<file path="config.mk">
export PLATFORM = sky130hd
export DESIGN_NAME = ral_top
export DESIGN_NICKNAME = d
export VERILOG_FILES = /design/src/verilog/ral_pkg.sv /design/src/verilog/ral_cause.sv /design/src/verilog/ral_match.sv /design/src/verilog/ral_top.sv
export SDC_FILE = /design/constraint.sdc
export NUM_CORES = 1
export LEC_CHECK = 0
export BUFFER_PORTS_ARGS = -buffer_cell sky130_fd_sc_hd__buf_2
export CORE_ASPECT_RATIO = 1.1
export CORE_MARGIN = 2
export CORE_UTILIZATION = 45
export DETAILED_ROUTE_END_ITERATION = 10
export GPL_ROUTABILITY_DRIVEN = 1
export GPL_TIMING_DRIVEN = 1
export HOLD_SLACK_MARGIN = 0.12
export PLACE_DENSITY = 0.75
export SYNTH_ARGS = -nofsm -noshare
export SYNTH_HDL_FRONTEND = slang
export SYNTH_HIERARCHICAL = 1
export SYNTH_SLANG_ARGS = --single-unit
</file>
<file path="constraint.sdc">
create_clock -name clk_in -period 6.3 [get_ports clk_in]
set_input_delay 0.945 -clock clk_in [delete_from_list [all_inputs] [get_ports clk_in]]
set_output_delay 0.945 -clock clk_in [all_outputs]
set_load 0.01 [all_outputs]
</file>
<file path="src/verilog/ral_pkg.sv">
// Constants and types shared by the alarm latch and interrupt logic
package ral_pkg;

    // ---------------------------------------------------------------
    // Sizes
    // ---------------------------------------------------------------
    localparam int unsigned DATA_W    = 8;
    localparam int unsigned NUM_LATCH = 8;
    localparam int unsigned LANE_W    = 3;
    localparam int unsigned NUM_SRC   = 8;

    // ---------------------------------------------------------------
    // Indirect register indices
    // ---------------------------------------------------------------
    localparam logic [7:0] IDX_LATCH_FIRST = 8'h08;
    localparam logic [7:0] IDX_LATCH_LAST  = 8'h0F;
    localparam logic [7:0] IDX_HOURS_LATCH = 8'h0B;
    localparam logic [7:0] IDX_MONTH_LATCH = 8'h0F;
    localparam logic [7:0] IDX_CAUSE       = 8'h10;
    localparam logic [7:0] IDX_ENABLE      = 8'h11;
    localparam logic [7:0] IDX_CTR_CLEAR   = 8'h12;
    localparam logic [7:0] IDX_LATCH_CLEAR = 8'h13;
    localparam logic [7:0] IDX_LAST        = 8'h15;

    // ---------------------------------------------------------------
    // Data codes and reset values
    // ---------------------------------------------------------------
    localparam logic [7:0] DONT_CARE  = 8'hCC;
    localparam logic [7:0] CLEAR_ALL  = 8'hFF;
    localparam logic [7:0] LATCH_MIN  = 8'h00;
    localparam logic [7:0] ENABLE_RST = 8'h00;
    localparam logic [7:0] CAUSE_RST  = 8'h00;
    localparam logic [7:0] ADDR_RST   = 8'h00;
    localparam logic [7:0] RDATA_RST  = 8'h00;
    localparam logic [7:0] READ_ZERO  = 8'h00;

    // ---------------------------------------------------------------
    // Cause and enable bit positions
    // ---------------------------------------------------------------
    localparam int unsigned BIT_ALARM  = 0;
    localparam int unsigned BIT_TENTH  = 1;
    localparam int unsigned BIT_SECOND = 2;
    localparam int unsigned BIT_MINUTE = 3;
    localparam int unsigned BIT_HOUR   = 4;
    localparam int unsigned BIT_DAY    = 5;
    localparam int unsigned BIT_WEEK   = 6;
    localparam int unsigned BIT_MONTH  = 7;

    // ---------------------------------------------------------------
    // Host access phase
    // ---------------------------------------------------------------
    typedef enum logic [1:0] {
        BUS_IDLE = 2'b01,
        BUS_READ = 2'b10
    } ral_bus_t;

endpackage

</file>
<file path="src/verilog/ral_cause.sv">
// Interrupt cause register and interrupt output
`timescale 1ns/10ps
`default_nettype none
module ral_cause (
    input  wire logic                          clk_in,
    input  wire logic                          rst_n_in,
    input  wire logic [ral_pkg::NUM_SRC-1:0]   event_in,
    input  wire logic [ral_pkg::NUM_SRC-1:0]   enable_in,
    input  wire logic                          clear_in,
    output logic [ral_pkg::NUM_SRC-1:0]        cause_out,
    output logic                               irq_out
);
    logic [ral_pkg::NUM_SRC-1:0] next_cause;
    logic                        next_irq;

    // ---------------------------------------------------------------
    // Set wins over clear
    // ---------------------------------------------------------------
    always_comb begin
        next_cause = cause_out & ~{ral_pkg::NUM_SRC{clear_in}};
        next_cause = next_cause | (event_in & enable_in);
        next_irq   = |next_cause;
    end

    always_ff @(posedge clk_in or negedge rst_n_in) begin
        if (!rst_n_in) begin
            cause_out <= ral_pkg::CAUSE_RST;
            irq_out   <= 1'b0;
        end else begin
            cause_out <= next_cause;
            irq_out   <= next_irq;
        end
    end
endmodule
`default_nettype wire

</file>
<file path="src/verilog/ral_match.sv">
// Alarm comparator: eight latches against eight counters
`timescale 1ns/10ps
`default_nettype none
module ral_match (
    input  wire logic                                       clk_in,
    input  wire logic                                       rst_n_in,
    input  wire logic [ral_pkg::NUM_LATCH-1:0][7:0]         latch_in,
    input  wire logic [ral_pkg::NUM_LATCH-1:0][7:0]         count_in,
    output logic                                            match_pulse_out
);
    logic [ral_pkg::NUM_LATCH-1:0] lane_eq;
    logic                          match_q;
    logic                          next_match;
    logic                          next_pulse;

    // ---------------------------------------------------------------
    // Per-lane compare
    // ---------------------------------------------------------------
    for (genvar i = 0; i < ral_pkg::NUM_LATCH; i++) begin : g_lane
        assign lane_eq[i] = (latch_in[i] == ral_pkg::DONT_CARE) ||
                            (latch_in[i] == count_in[i]);
    end

    always_comb begin
        next_match = &lane_eq;
        next_pulse = next_match & ~match_q;
    end

    always_ff @(posedge clk_in or negedge rst_n_in) begin
        if (!rst_n_in) begin
            match_q         <= 1'b0;
            match_pulse_out <= 1'b0;
        end else begin
            match_q         <= next_match;
            match_pulse_out <= next_pulse;
        end
    end
endmodule
`default_nettype wire

</file>
<file path="src/verilog/ral_top.sv">
// Alarm latches, interrupt control and indexed host access
`timescale 1ns/10ps
`default_nettype none
// Behaviour
// - All eight latches equal counters sets alarm
// - Latch holding CC always compares equal
// - Hours latch at 11, month at 15
// - Latch read returns stored value, CC included
// - Latch reset at 19, counter reset 18
// - Writing all ones clears latches to minimum
// - Shared bit layout, month down to alarm
// - Enable bit one enables source, zero disables
// - Several enables give fastest selected rate
// - Cause at index 16, enable at 17
// - Cause bit one when source caused interrupt
// - Reading cause clears bits and interrupt
// - Causes recorded only for enabled sources
module ral_top (
    input  wire logic                                   clk_in,
    input  wire logic                                   rst_n_in,
    input  wire logic                                   addr_wr_in,
    input  wire logic                                   data_wr_in,
    input  wire logic                                   data_rd_in,
    input  wire logic [7:0]                             data_in,
    input  wire logic [ral_pkg::NUM_LATCH-1:0][7:0]     count_in,
    input  wire logic [ral_pkg::NUM_SRC-1:1]            rollover_in,
    output logic [7:0]                                  data_out,
    output logic                                        data_oe_n_out,
    output logic                                        irq_out
);
    // ---------------------------------------------------------------
    // Pin synchronisers
    // ---------------------------------------------------------------
    logic [10:0] sync1;
    logic [10:0] sync2;
    logic [2:0]  strobe_prev;
    logic        aw_edge;
    logic        dw_edge;
    logic        rd_edge;
    logic        rd_level;
    logic [7:0]  wdata;

    always_ff @(posedge clk_in or negedge rst_n_in) begin
        if (!rst_n_in) begin
            sync1       <= '0;
            sync2       <= '0;
            strobe_prev <= '0;
        end else begin
            sync1       <= {data_rd_in, data_wr_in, addr_wr_in, data_in};
            sync2       <= sync1;
            strobe_prev <= sync2[10:8];
        end
    end

    always_comb begin
        wdata    = sync2[7:0];
        aw_edge  = sync2[8] & ~strobe_prev[0];
        dw_edge  = sync2[9] & ~strobe_prev[1];
        rd_edge  = sync2[10] & ~strobe_prev[2];
        rd_level = sync2[10];
    end

    // ---------------------------------------------------------------
    // Register state
    // ---------------------------------------------------------------
    logic [7:0]                         addr_idx;
    logic [ral_pkg::NUM_LATCH-1:0][7:0] latch;
    logic [7:0]                         src_enable;
    ral_pkg::ral_bus_t                  bus_state;
    logic [7:0]                         next_addr_idx;
    logic [ral_pkg::NUM_LATCH-1:0][7:0] next_latch;
    logic [7:0]                         next_src_enable;
    ral_pkg::ral_bus_t                  next_bus_state;
    logic [7:0]                         next_data_out;
    logic                               next_data_oe_n;
    logic [7:0]                         read_mux;
    logic                               cause_clear;
    logic                               in_latch_range;
    logic [ral_pkg::LANE_W-1:0]         lane;
    logic [ral_pkg::NUM_SRC-1:0]        cause;
    logic [ral_pkg::NUM_SRC-1:0]        src_event;
    logic                               match_pulse;

    // ---------------------------------------------------------------
    // Index decode and read data
    // ---------------------------------------------------------------
    always_comb begin
        lane           = addr_idx[ral_pkg::LANE_W-1:0];
        in_latch_range = (addr_idx >= ral_pkg::IDX_LATCH_FIRST) &&
                         (addr_idx <= ral_pkg::IDX_LATCH_LAST);
        if (addr_idx < ral_pkg::IDX_LATCH_FIRST) begin
            read_mux = count_in[lane];
        end else if (in_latch_range) begin
            read_mux = latch[lane];
        end else if (addr_idx == ral_pkg::IDX_CAUSE) begin
            read_mux = cause;
        end else if (addr_idx == ral_pkg::IDX_ENABLE) begin
            read_mux = src_enable;
        end else begin
            read_mux = ral_pkg::READ_ZERO;
        end
    end

    // ---------------------------------------------------------------
    // Next values of host-visible state
    // ---------------------------------------------------------------
    always_comb begin
        next_addr_idx   = addr_idx;
        next_latch      = latch;
        next_src_enable = src_enable;
        next_bus_state  = bus_state;
        next_data_out   = data_out;
        cause_clear     = 1'b0;
        if (aw_edge) begin
            next_addr_idx = wdata;
        end
        if (dw_edge) begin
            if (in_latch_range) begin
                next_latch[lane] = wdata;
            end else if (addr_idx == ral_pkg::IDX_ENABLE) begin
                next_src_enable = wdata;
            end else if (addr_idx == ral_pkg::IDX_LATCH_CLEAR) begin
                for (int i = 0; i < ral_pkg::NUM_LATCH; i++) begin
                    if (wdata[i]) begin
                        next_latch[i] = ral_pkg::LATCH_MIN;
                    end
                end
            end
        end
        case (bus_state)
            ral_pkg::BUS_IDLE: begin
                if (rd_edge) begin
                    next_data_out  = read_mux;
                    next_bus_state = ral_pkg::BUS_READ;
                    cause_clear    = (addr_idx == ral_pkg::IDX_CAUSE);
                end
            end
            ral_pkg::BUS_READ: begin
                if (!rd_level) begin
                    next_bus_state = ral_pkg::BUS_IDLE;
                end
            end
            default: begin
                next_bus_state = ral_pkg::BUS_IDLE;
            end
        endcase
        next_data_oe_n = (next_bus_state != ral_pkg::BUS_READ);
    end

    always_ff @(posedge clk_in or negedge rst_n_in) begin
        if (!rst_n_in) begin
            addr_idx      <= ral_pkg::ADDR_RST;
            latch         <= '0;
            src_enable    <= ral_pkg::ENABLE_RST;
            bus_state     <= ral_pkg::BUS_IDLE;
            data_out      <= ral_pkg::RDATA_RST;
            data_oe_n_out <= 1'b1;
        end else begin
            addr_idx      <= next_addr_idx;
            latch         <= next_latch;
            src_enable    <= next_src_enable;
            bus_state     <= next_bus_state;
            data_out      <= next_data_out;
            data_oe_n_out <= next_data_oe_n;
        end
    end

    // ---------------------------------------------------------------
    // Alarm compare and interrupt causes
    // ---------------------------------------------------------------
    assign src_event = {rollover_in, match_pulse};

    ral_match u_match (
        .clk_in          (clk_in),
        .rst_n_in        (rst_n_in),
        .latch_in        (latch),
        .count_in        (count_in),
        .match_pulse_out (match_pulse)
    );

    ral_cause u_cause (
        .clk_in    (clk_in),
        .rst_n_in  (rst_n_in),
        .event_in  (src_event),
        .enable_in (src_enable),
        .clear_in  (cause_clear),
        .cause_out (cause),
        .irq_out   (irq_out)
    );

    for (genvar k = 0; k < ral_pkg::NUM_LATCH; k++) begin : g_clear_chk

    end
endmodule
`default_nettype wire
</file>
==> flow_metrics.env, run 1 <==
export IMPL_outcome="finished clean"
export IMPL_antenna_found_initial=0
export IMPL_flip_flop_and_latch_count_after_synthesis=127
export IMPL_synth_top_area_cell="sky130_fd_sc_hd__dfrtp_1"
export IMPL_critPathLaunchType="register"
export IMPL_ioPinCount=94
export IMPL_cts_max_level=4
export IMPL_die_h_um=134
export IMPL_drtAntennaViolNets=0
export IMPL_fin_crit_ns=2.74
export IMPL_pin_count_of_the_biggest_net_entering_global_routing=73
export IMPL_critical_setup_path_kind="register to register"
export IMPL_min_path_type="register to register"
export IMPL_areaGrowthSynthToFinish_pct=16.6
export IMPL_synth_enable_flop_cells=0
export IMPL_number_of_synthesis_warnings=6
export IMPL_drv_cap=0
export IMPL_final_setup_skew_ns=0.0103
export IMPL_grt_first_pass_wirelength_um=31100
export IMPL_die_w_um=123
export IMPL_syn_num_nets=748
export IMPL_cp_data_required_time_ns=6.63
export IMPL_clockRootBuffer="sky130_fd_sc_hd__clkbuf_16"
export IMPL_setup_tns_final_ns=0
export IMPL_drt_drc_violations_left=0
export IMPL_max_vdd_ir_drop_mv=0.215
export IMPL_final_hold_violation_count=0
export IMPL_nNetsFinal=825
export IMPL_drt_first_iter_violations=669
export IMPL_cts_hold_buffers=0
export IMPL_gr_usage_all_layers=0.256
export IMPL_cp_end_kind="register"
export IMPL_core_area_um2=15100
export IMPL_synth_avg_cell_area_um2=10.5
export IMPL_grtUsageMet3=0.0587
export IMPL_synth_yosys_seq_area_share=0.457
export IMPL_global_route_usage_met2=0.399
export IMPL_first_global_vias=5553
export IMPL_fraction_of_layout_instances_using_a_drive_strength_above_1=0.230
export IMPL_layout_cells_most_common_list="sky130_fd_sc_hd__dfrtp_1, sky130_fd_sc_hd__nand2_1, sky130_fd_sc_hd__buf_2, sky130_fd_sc_hd__xnor2_1, sky130_fd_sc_hd__o21ai_0"
export IMPL_route_detailed_wl_per_inst_um=20.9
export IMPL_numClockSinks=127
export IMPL_synth_top_area_frac=0.449
export IMPL_layout_cells_non_filler=947
export IMPL_timing_final_setup_violations=0
export IMPL_synth_area_top_cells="sky130_fd_sc_hd__dfrtp_1, sky130_fd_sc_hd__xnor2_1, sky130_fd_sc_hd__mux2i_1, sky130_fd_sc_hd__nand2_1, sky130_fd_sc_hd__mux4_2"
export IMPL_viasPerCell=5.84
export IMPL_via_count=5534
export IMPL_ys_dominant_reg_cell="sky130_fd_sc_hd__dfrtp_1"
export IMPL_floorplan_initialDensity=0.461
export IMPL_post_cts_setup_buffer_count=0
export IMPL_worst_pin_slew_ns=1.15
export IMPL_floorplan_die_area_um2=16500
export IMPL_clk_latency_ns=0.43
export IMPL_synthesis_area_um2=6960
export IMPL_placement_io_buffers=93
export IMPL_synthesis_instances=662
export IMPL_dp_final_hpwl_um=14300
export IMPL_pwr_cell_area_nw_per_um2=306
export IMPL_totalWireLength_um=19800
export IMPL_critPathArrivalTime_ns=3.07
export IMPL_timing_final_max_slew_violations=0
export IMPL_fmax_mhz=364
export IMPL_asyncSetResetFlopFracSynth=1.00
export IMPL_timing_final_crit_share=0.436
export IMPL_antennaDiodeCount=0
export IMPL_postCtsResizedCells=0
export IMPL_finalWeightedCongestion=0.927
export IMPL_worst_path_max_fanout=23
export IMPL_met1_usage=0.328
export IMPL_clk_pin_slew_ns=0.06
export IMPL_placed_cells=916
export IMPL_numCtsBuffers=17
export IMPL_fp_row_count=47
export IMPL_global_route_peak_usage_layer="met2"
export IMPL_clk_path_buf_depth=2
export IMPL_max_slew_margin_rel=0.229
export IMPL_layout_cells_most_common="sky130_fd_sc_hd__dfrtp_1"
export IMPL_detail_route_first_pass_iterations=6
export IMPL_globalRouteOverflowTotal=0
export IMPL_p_leak_nw=3.40
export IMPL_netlist_cell_type_count=47
export IMPL_rsz0062_at_grt="no"
export IMPL_cts_tree="yes"
## state kept, by name, summed over array words and instances (netlist names), 2 cells and up
register	count
bus_state	2
strobe_prev	3
latch	64
src_enable	8
u_cause/cause_out	8
data_out	8
sync1	11
sync2	11
addr_idx	8
## worst max-delay path, cell delays in order, from the launching register on
cell	delay [ns]
sky130_fd_sc_hd__dfrtp_1	0.85
sky130_fd_sc_hd__nor2_1	0.10
sky130_fd_sc_hd__and3_1	0.38
sky130_fd_sc_hd__a2bb2oi_1	0.97
sky130_fd_sc_hd__o21ai_0	0.23
sky130_fd_sc_hd__o31ai_1	0.12
## per-layer routing
| layer | vias up | wire (um) |
|---|---|---|
| met5 | - | 0 |
| met4 | 0 | 980 |
| met3 | 56 | 1740 |
| li1 | 2552 | - |
| met2 | 291 | 9330 |
| met1 | 2635 | 7740 |
## path summary, 6_finish.rpt
check                             from             end  slack (ns)  cells past startpoint
max in group asynchronous     rst_n_in     addr_idx[0]        4.33                      2
min reg2reg                  sync1[10]       sync2[10]        0.35                      0
min                          sync1[10]       sync2[10]        0.35                      0
min in group asynchronous     rst_n_in  strobe_prev[2]        0.64                      1
max                        addr_idx[2]       latch[24]        3.56                      5
max reg2reg                addr_idx[2]       latch[24]        3.56                      5
## cell families after synthesis
| group | after synthesis | synth area share |
|---|---|---|
| simple gates | 209 | 0.151 |
| xor+xnor | 64 | 0.0805 |
| flops | 127 | 0.457 |
| buf+inv | 45 | 0.0334 |
| mux | 84 | 0.153 |
| compound gates | 131 | 0.121 |
| fa+ha+maj | 2 | 0.00359 |
## where the power goes
part / total (mW) / leakage [nW] / switching, mW / internal (mW)
combinational: 0.413 / 1.45 / 0.202 / 0.212
clock: 1.05 / 0.307 / 0.348 / 0.700
sequential: 1.02 / 1.63 / 0.123 / 0.898
## cells in the mapped netlist (7+ instances only)
master                       n
sky130_fd_sc_hd__dfrtp_1   125
sky130_fd_sc_hd__nand2_1   114
sky130_fd_sc_hd__xnor2_1    64
sky130_fd_sc_hd__o21ai_0    60
sky130_fd_sc_hd__mux2i_1    48
sky130_fd_sc_hd__nand4_1    27
sky130_fd_sc_hd__mux2_2     20
sky130_fd_sc_hd__nor2_1     20
sky130_fd_sc_hd__a22o_1     17
sky130_fd_sc_hd__clkbuf_1   16
sky130_fd_sc_hd__mux4_2     16
sky130_fd_sc_hd__buf_2      12
sky130_fd_sc_hd__o31ai_1    12
sky130_fd_sc_hd__a21oi_1    10
sky130_fd_sc_hd__a221oi_1    8
sky130_fd_sc_hd__and4bb_1    7
sky130_fd_sc_hd__inv_1       7
sky130_fd_sc_hd__nand2b_1    7
sky130_fd_sc_hd__nand3_1     7
## per-stage QoR
step / worst slack, ns / total power, mW / utilization / cell area [um^2] / hold slack [ns]
2_1_floorplan: 3.96 / 1.28 / - / 6960 / 0.331
3_3_place_gp: 3.67 / 1.43 / 0.496 / 7490 / 0.332
3_5_place_dp: 3.64 / 1.44 / 0.496 / 7490 / 0.335
4_1_cts: 3.62 / 2.49 / 0.537 / 8120 / 0.347
5_1_grt: 3.41 / 2.59 / 0.537 / 8120 / 0.351
6_report: 3.56 / 2.48 / 0.537 / 8120 / 0.345
## cell type report
type | instances | area (um^2)
multi-input combinational | 490 | 3550
timing repair buffer | 96 | 490
clock buffer | 25 | 495
tap | 196 | 245
clock inverter | 6 | 130
sequential | 127 | 3180
inverter | 7 | 26.3
fill | 1328 | 6990
(Power assumes the default switching activity.)
==> run 2, diff against run 1 <==
--- a/config.mk
+++ b/config.mk
@@ -13,7 +13,7 @@
 export GPL_ROUTABILITY_DRIVEN = 1
 export GPL_TIMING_DRIVEN = 1
 export HOLD_SLACK_MARGIN = 0.12
-export PLACE_DENSITY = 0.75
+export PLACE_DENSITY = 0.77
 export SYNTH_ARGS = -nofsm -noshare
 export SYNTH_HDL_FRONTEND = slang
 export SYNTH_HIERARCHICAL = 1
==> constraint.sdc (replaced) <==
create_clock -name clk_in -period 2.2 [get_ports clk_in]
set_input_delay 0.33 -clock clk_in [delete_from_list [all_inputs] [get_ports clk_in]]
set_output_delay 0.33 -clock clk_in [all_outputs]
set_load 0.01 [all_outputs]
==> flow_metrics.env, run 2 (synthesis results as in run 1) <==
export IMPL_timing_final_max_slew_violations=0
export IMPL_cp_end_kind="register"
export IMPL_totalPowerFinal_mw=6.83
export IMPL_fraction_of_layout_instances_using_a_drive_strength_above_1=0.280
export IMPL_cts_tree="yes"
export IMPL_largest_stage_delay_on_the_critical_path_ns=0.57
export IMPL_via_count=6071
export IMPL_finalWeightedCongestion=0.967
export IMPL_nNetsFinal=882
export IMPL_clk_latency_ns=0.42
export IMPL_ioPinCount=94
export IMPL_placed_cells=956
export IMPL_drv_cap=0
export IMPL_critical_setup_path_kind="register to register"
export IMPL_pin_count_of_the_biggest_net_entering_global_routing=42
export IMPL_hold_start="rollover_in[6]"
export IMPL_timing_final_setup_violations=1
export IMPL_placement_setup_worst_slack_ns=-0.0185
export IMPL_floorplan_die_area_um2=16500
export IMPL_final_hold_violation_count=0
export IMPL_die_h_um=134
export IMPL_layout_cells_non_filler=1003
export IMPL_pwr_cell_area_nw_per_um2=798
export IMPL_drt_first_iter_violations=522
export IMPL_drtAntennaViolNets=0
export IMPL_setup_tns_final_ns=-0.0999
export IMPL_timing_final_crit_share=1.05
export IMPL_cts_max_level=4
export IMPL_min_path_type="primary input to register"
export IMPL_viasPerCell=6.05
export IMPL_dp_final_hpwl_um=15900
export IMPL_reg2reg_depth=7
export IMPL_r2r_setup_slack_ns=-0.1
export IMPL_rsz0062_at_grt="yes"
export IMPL_floorplan_initialDensity=0.461
export IMPL_endpoint="u_cause/irq_out"
export IMPL_setup_slack_ns=-0.0999
export IMPL_biggestRegsByFlops="latch x64, sync1 x11, sync2 x11"
export IMPL_timing_critical_path_from="bus_state[0]"
export IMPL_grt_first_pass_wirelength_um=33300
export IMPL_layout_cells_most_common="sky130_fd_sc_hd__dfrtp_1"
export IMPL_outcome="finished, violations left"
export IMPL_worst_pin_slew_ns=0.670
export IMPL_failed_checks="setup timing"
export IMPL_clk_pin_slew_ns=0.05
export IMPL_placement_io_buffers=93
export IMPL_drt_drc_violations_left=0
export IMPL_first_global_vias=6004
export IMPL_fin_crit_ns=2.30
export IMPL_areaGrowthSynthToFinish_pct=23.0
export IMPL_worst_r2r_startpoint="bus_state[0]"
export IMPL_numCtsBuffers=17
export IMPL_cp_data_required_time_ns=2.48
export IMPL_antennaDiodeCount=0
export IMPL_critPathArrivalTime_ns=2.58
export IMPL_max_slew_margin_rel=0.553
export IMPL_clk_path_buf_depth=2
export IMPL_die_w_um=123
export IMPL_clockRootBuffer="sky130_fd_sc_hd__clkbuf_16"
export IMPL_gr_usage_all_layers=0.275
export IMPL_globalRouteOverflowTotal=0
export IMPL_worst_hold_slack_ns=0.153
export IMPL_critPathLaunchType="register"
export IMPL_core_area_um2=15100
export IMPL_route_detailed_wl_per_inst_um=21.5
export IMPL_largest_register_by_flop_count="latch"
export IMPL_max_vdd_ir_drop_mv=0.567
export IMPL_fp_row_count=47
export IMPL_crit_path_top_delay_cell="sky130_fd_sc_hd__dfstp_2"
export IMPL_worst_path_max_fanout=5
export IMPL_largest_register_ff_count=64
export IMPL_antenna_found_initial=0
export IMPL_detail_route_first_pass_iterations=5
export IMPL_crit_reg2reg_capture="u_cause/irq_out"
export IMPL_totalWireLength_um=21600
export IMPL_p_leak_nw=3.65
export IMPL_layout_cells_most_common_list="sky130_fd_sc_hd__dfrtp_1, sky130_fd_sc_hd__nand2_1, sky130_fd_sc_hd__buf_2, sky130_fd_sc_hd__xnor2_1, sky130_fd_sc_hd__o21ai_0"
export IMPL_fmax_mhz=435
export IMPL_final_setup_skew_ns=0.00769
export IMPL_cp_cell_sequence="ha_4 -> nand3b_1 -> nor4b_4 -> buf_4 -> or2b_4 -> o2111ai_2 -> or4_1"
export IMPL_numClockSinks=127
==> run 2: per-layer routing <==
metal | track usage | share of wire
met1 | 0.347 | 0.39
met2 | 0.426 | 0.47
met3 | 0.0676 | 0.086
met4 | 0.164 | 0.059
met5 | 0 | 0
==> run 2: how the worst min path moves through the flow <==
stage	endpoint	slack [ns]	cells past startpoint
2_1_floorplan	addr_idx[0]	0.03	0
3_3_place_gp	bus_state[1]	0.32	1
3_5_place_dp	bus_state[1]	0.33	1
4_1_cts	u_cause/cause_out[5]	0.13	3
5_1_grt	u_cause/cause_out[6]	0.16	3
6_report	u_cause/cause_out[6]	0.15	3
==> run 2: critical path: cells and delay by family, from the launching register on <==
kind / cells / cell delay [ns]
fa+ha+maj: 1 / 0.16
buf+inv: 1 / 0.19
flops: 1 / 0.57
compound gates: 1 / 0.08
simple gates: 4 / 1.17
==> run 2: layout make-up <==
type | instances | area [um^2]
Tap cell | 196 | 245
Clock inverter | 7 | 37.5
Sequential cell | 127 | 3180
Clock buffer | 23 | 488
Multi-Input combinational cell | 490 | 3610
Timing Repair Buffer | 153 | 975
Inverter | 7 | 26.3
Fill cell | 1266 | 6550
==> run 2: power breakdown <==
| group | switching [mW] | internal (mW) | leakage [nW] |
|---|---|---|---|
| combinational | 0.745 | 0.730 | 1.75 |
| clock | 1.00 | 1.53 | 0.264 |
| sequential | 0.250 | 2.57 | 1.63 |
==> run 2: timing repair <==
action	in CTS	in global routing
setup endpoints to repair	1	11
gates resized for setup	1	9
gates cloned	0	1
endpoints found under the hold margin	39	0
setup buffers	2	2
hold buffers	12	0
pin swaps	0	4
==> run 2: stage by stage <==
| step | area [um^2] | util |
|---|---|---|
| 6_report | 8560 | 0.567 |
| 5_1_grt | 8560 | 0.567 |
| 4_1_cts | 8500 | 0.562 |
| 3_5_place_dp | 7830 | 0.518 |
| 3_3_place_gp | 7830 | 0.518 |
| 2_1_floorplan | 6970 | - |
==> run 3, diff against run 2 <==
--- a/config.mk
+++ b/config.mk
@@ -10,10 +10,9 @@
 export CORE_MARGIN = 2
 export CORE_UTILIZATION = 45
 export DETAILED_ROUTE_END_ITERATION = 10
-export GPL_ROUTABILITY_DRIVEN = 1
+export GPL_ROUTABILITY_DRIVEN = 0
 export GPL_TIMING_DRIVEN = 1
-export HOLD_SLACK_MARGIN = 0.12
-export PLACE_DENSITY = 0.77
+export PLACE_DENSITY = 0.76
 export SYNTH_ARGS = -nofsm -noshare
 export SYNTH_HDL_FRONTEND = slang
 export SYNTH_HIERARCHICAL = 1
==> flow_metrics.env, run 3 (synthesis results as in run 1) <==
export IMPL_final_setup_skew_ns=0.0112
export IMPL_clockRootBuffer="sky130_fd_sc_hd__clkbuf_16"
export IMPL_worst_pin_slew_ns=0.616
export IMPL_p_leak_nw=3.61
export IMPL_gr_usage_all_layers=0.269
export IMPL_clk_path_buf_depth=2
export IMPL_placement_setup_worst_slack_ns=-0.0177
export IMPL_fraction_of_layout_instances_using_a_drive_strength_above_1=0.276
export IMPL_fillCellCount=1283
export IMPL_first_global_vias=5940
export IMPL_placement_io_buffers=93
export IMPL_max_vdd_ir_drop_mv=0.576
export IMPL_cp_cell_sequence="ha_4 -> nand3b_1 -> nor4b_2 -> buf_4 -> nand2b_4 -> o2111ai_1 -> or4_1"
export IMPL_final_hold_violation_count=0
export IMPL_largest_register_ff_count=64
export IMPL_layout_area_seq_um2=3180
export IMPL_route_detailed_wl_per_inst_um=21.3
export IMPL_cp_end_kind="register"
export IMPL_multi_input_area_um2=3590
export IMPL_min_path_type="primary input to register"
export IMPL_pwr_cell_area_nw_per_um2=799
export IMPL_critPathArrivalTime_ns=2.48
export IMPL_setup_tns_final_ns=0
export IMPL_cts_tree="yes"
export IMPL_layout_cells_most_common="sky130_fd_sc_hd__dfrtp_1"
export IMPL_floorplan_initialDensity=0.461
export IMPL_floorplan_die_area_um2=16500
export IMPL_biggestRegsByFlops="latch x64, sync1 x11, sync2 x11"
export IMPL_ioPinCount=94
export IMPL_rsz0062_at_grt="yes"
export IMPL_grt_first_pass_wirelength_um=32800
export IMPL_drt_drc_violations_left=0
export IMPL_antenna_found_initial=0
export IMPL_max_slew_margin_rel=0.589
export IMPL_fp_row_count=47
export IMPL_layout_cells_most_common_list="sky130_fd_sc_hd__dfrtp_1, sky130_fd_sc_hd__nand2_1, sky130_fd_sc_hd__buf_2, sky130_fd_sc_hd__xnor2_1, sky130_fd_sc_hd__o21ai_0"
export IMPL_critical_setup_path_kind="register to register"
export IMPL_globalRouteOverflowTotal=0
export IMPL_dp_final_hpwl_um=15600
export IMPL_drt_first_iter_violations=593
export IMPL_numClockSinks=127
export IMPL_totalWireLength_um=21200
export IMPL_via_count=5954
export IMPL_outcome="finished clean"
export IMPL_fmax_mhz=457
export IMPL_nNetsFinal=875
export IMPL_viasPerCell=5.98
export IMPL_r2r_setup_slack_ns=0.01
export IMPL_detail_route_first_pass_iterations=5
export IMPL_crit_path_top_delay_cell="sky130_fd_sc_hd__dfstp_2"
export IMPL_pin_count_of_the_biggest_net_entering_global_routing=73
export IMPL_drtAntennaViolNets=0
export IMPL_antennaDiodeCount=0
export IMPL_timing_final_crit_share=0.995
export IMPL_worst_path_max_fanout=8
export IMPL_largest_stage_delay_on_the_critical_path_ns=0.55
export IMPL_die_h_um=134
export IMPL_timing_critical_path_max_delay_family="simple AND/OR/NAND/NOR gates"
export IMPL_clk_pin_slew_ns=0.05
export IMPL_path_buf_inv=1
export IMPL_areaGrowthSynthToFinish_pct=21.9
export IMPL_timing_final_max_slew_violations=0
export IMPL_clk_latency_ns=0.42
export IMPL_cp_data_required_time_ns=2.49
export IMPL_worst_hold_slack_ns=0.0170
export IMPL_critPathLaunchType="register"
export IMPL_drv_cap=0
export IMPL_timing_final_setup_violations=0
export IMPL_setup_slack_ns=0.0106
export IMPL_cts_max_level=4
export IMPL_die_w_um=123
export IMPL_numCtsBuffers=17
export IMPL_largest_register_by_flop_count="latch"
export IMPL_fin_crit_ns=2.19
export IMPL_core_area_um2=15100
[run 3: final cells by class]
class,instances,area share
inverters,7,0.00310
clock inverters,7,0.00472
repair buffers,146,0.109
multi-input cells,490,0.423
flip-flops and latches,127,0.375
clock buffers,23,0.0564
well taps,196,0.0289
[run 3: per-stage QoR]
step	area (um^2)	instances	utilization	power (mW)
after CTS	8430	993	0.557	6.73
after global routing	8480	996	0.561	7.07
after floorplan	6970	662	-	3.67
after global placement	7830	955	0.518	4.20
final	8480	996	0.561	6.78
after detailed placement	7830	955	0.518	4.24
[run 3: worst paths after layout]
check                                  start               to  depth (start not counted)
worst min-delay path              data_in[6]         sync1[6]                          1
worst max-delay path            bus_state[0]  u_cause/irq_out                          7
max in group asynchronous           rst_n_in      addr_idx[0]                          3
min in group asynchronous           rst_n_in        sync1[10]                          3
worst max register to register  bus_state[0]  u_cause/irq_out                          7
worst min register to register      sync1[2]         sync2[2]                          0
[run 3: repair_timing]
action	CTS	global route
endpoints found under the hold margin	130	1
pin swaps	0	1
hold buffers	6	1
resized for setup	0	4
setup buffers	2	2
endpoints found under the setup margin	1	9
[run 3: worst reg2reg max path, cell delays in order, from the launching register on]
cell and delay (ns):
sky130_fd_sc_hd__dfstp_2 0.55, sky130_fd_sc_hd__ha_4 0.15, sky130_fd_sc_hd__nand3b_1 0.14, sky130_fd_sc_hd__nor4b_2 0.29
sky130_fd_sc_hd__buf_4 0.19, sky130_fd_sc_hd__nand2b_4 0.13, sky130_fd_sc_hd__o2111ai_1 0.10, sky130_fd_sc_hd__or4_1 0.50
[run 3: metal layers]
layer  wire length, um  global-route usage  share of wire  vias to the layer above
li1                  -                   -              -                     2643
met1              8340               0.344           0.39                     2941
met2             10100               0.424           0.48                      314
met3              1850              0.0655          0.087                       56
met4               910               0.135          0.043                        0
met5                 0                   0              0                        -
[run 3: report_power, final]
group	total (mW)	internal, mW	switching [mW]	leakage (nW)
Combinational	1.47	0.721	0.751	1.72
Clock	2.50	1.50	0.995	0.254
Sequential	2.81	2.57	0.236	1.63
Total	6.78	4.80	1.98	3.61
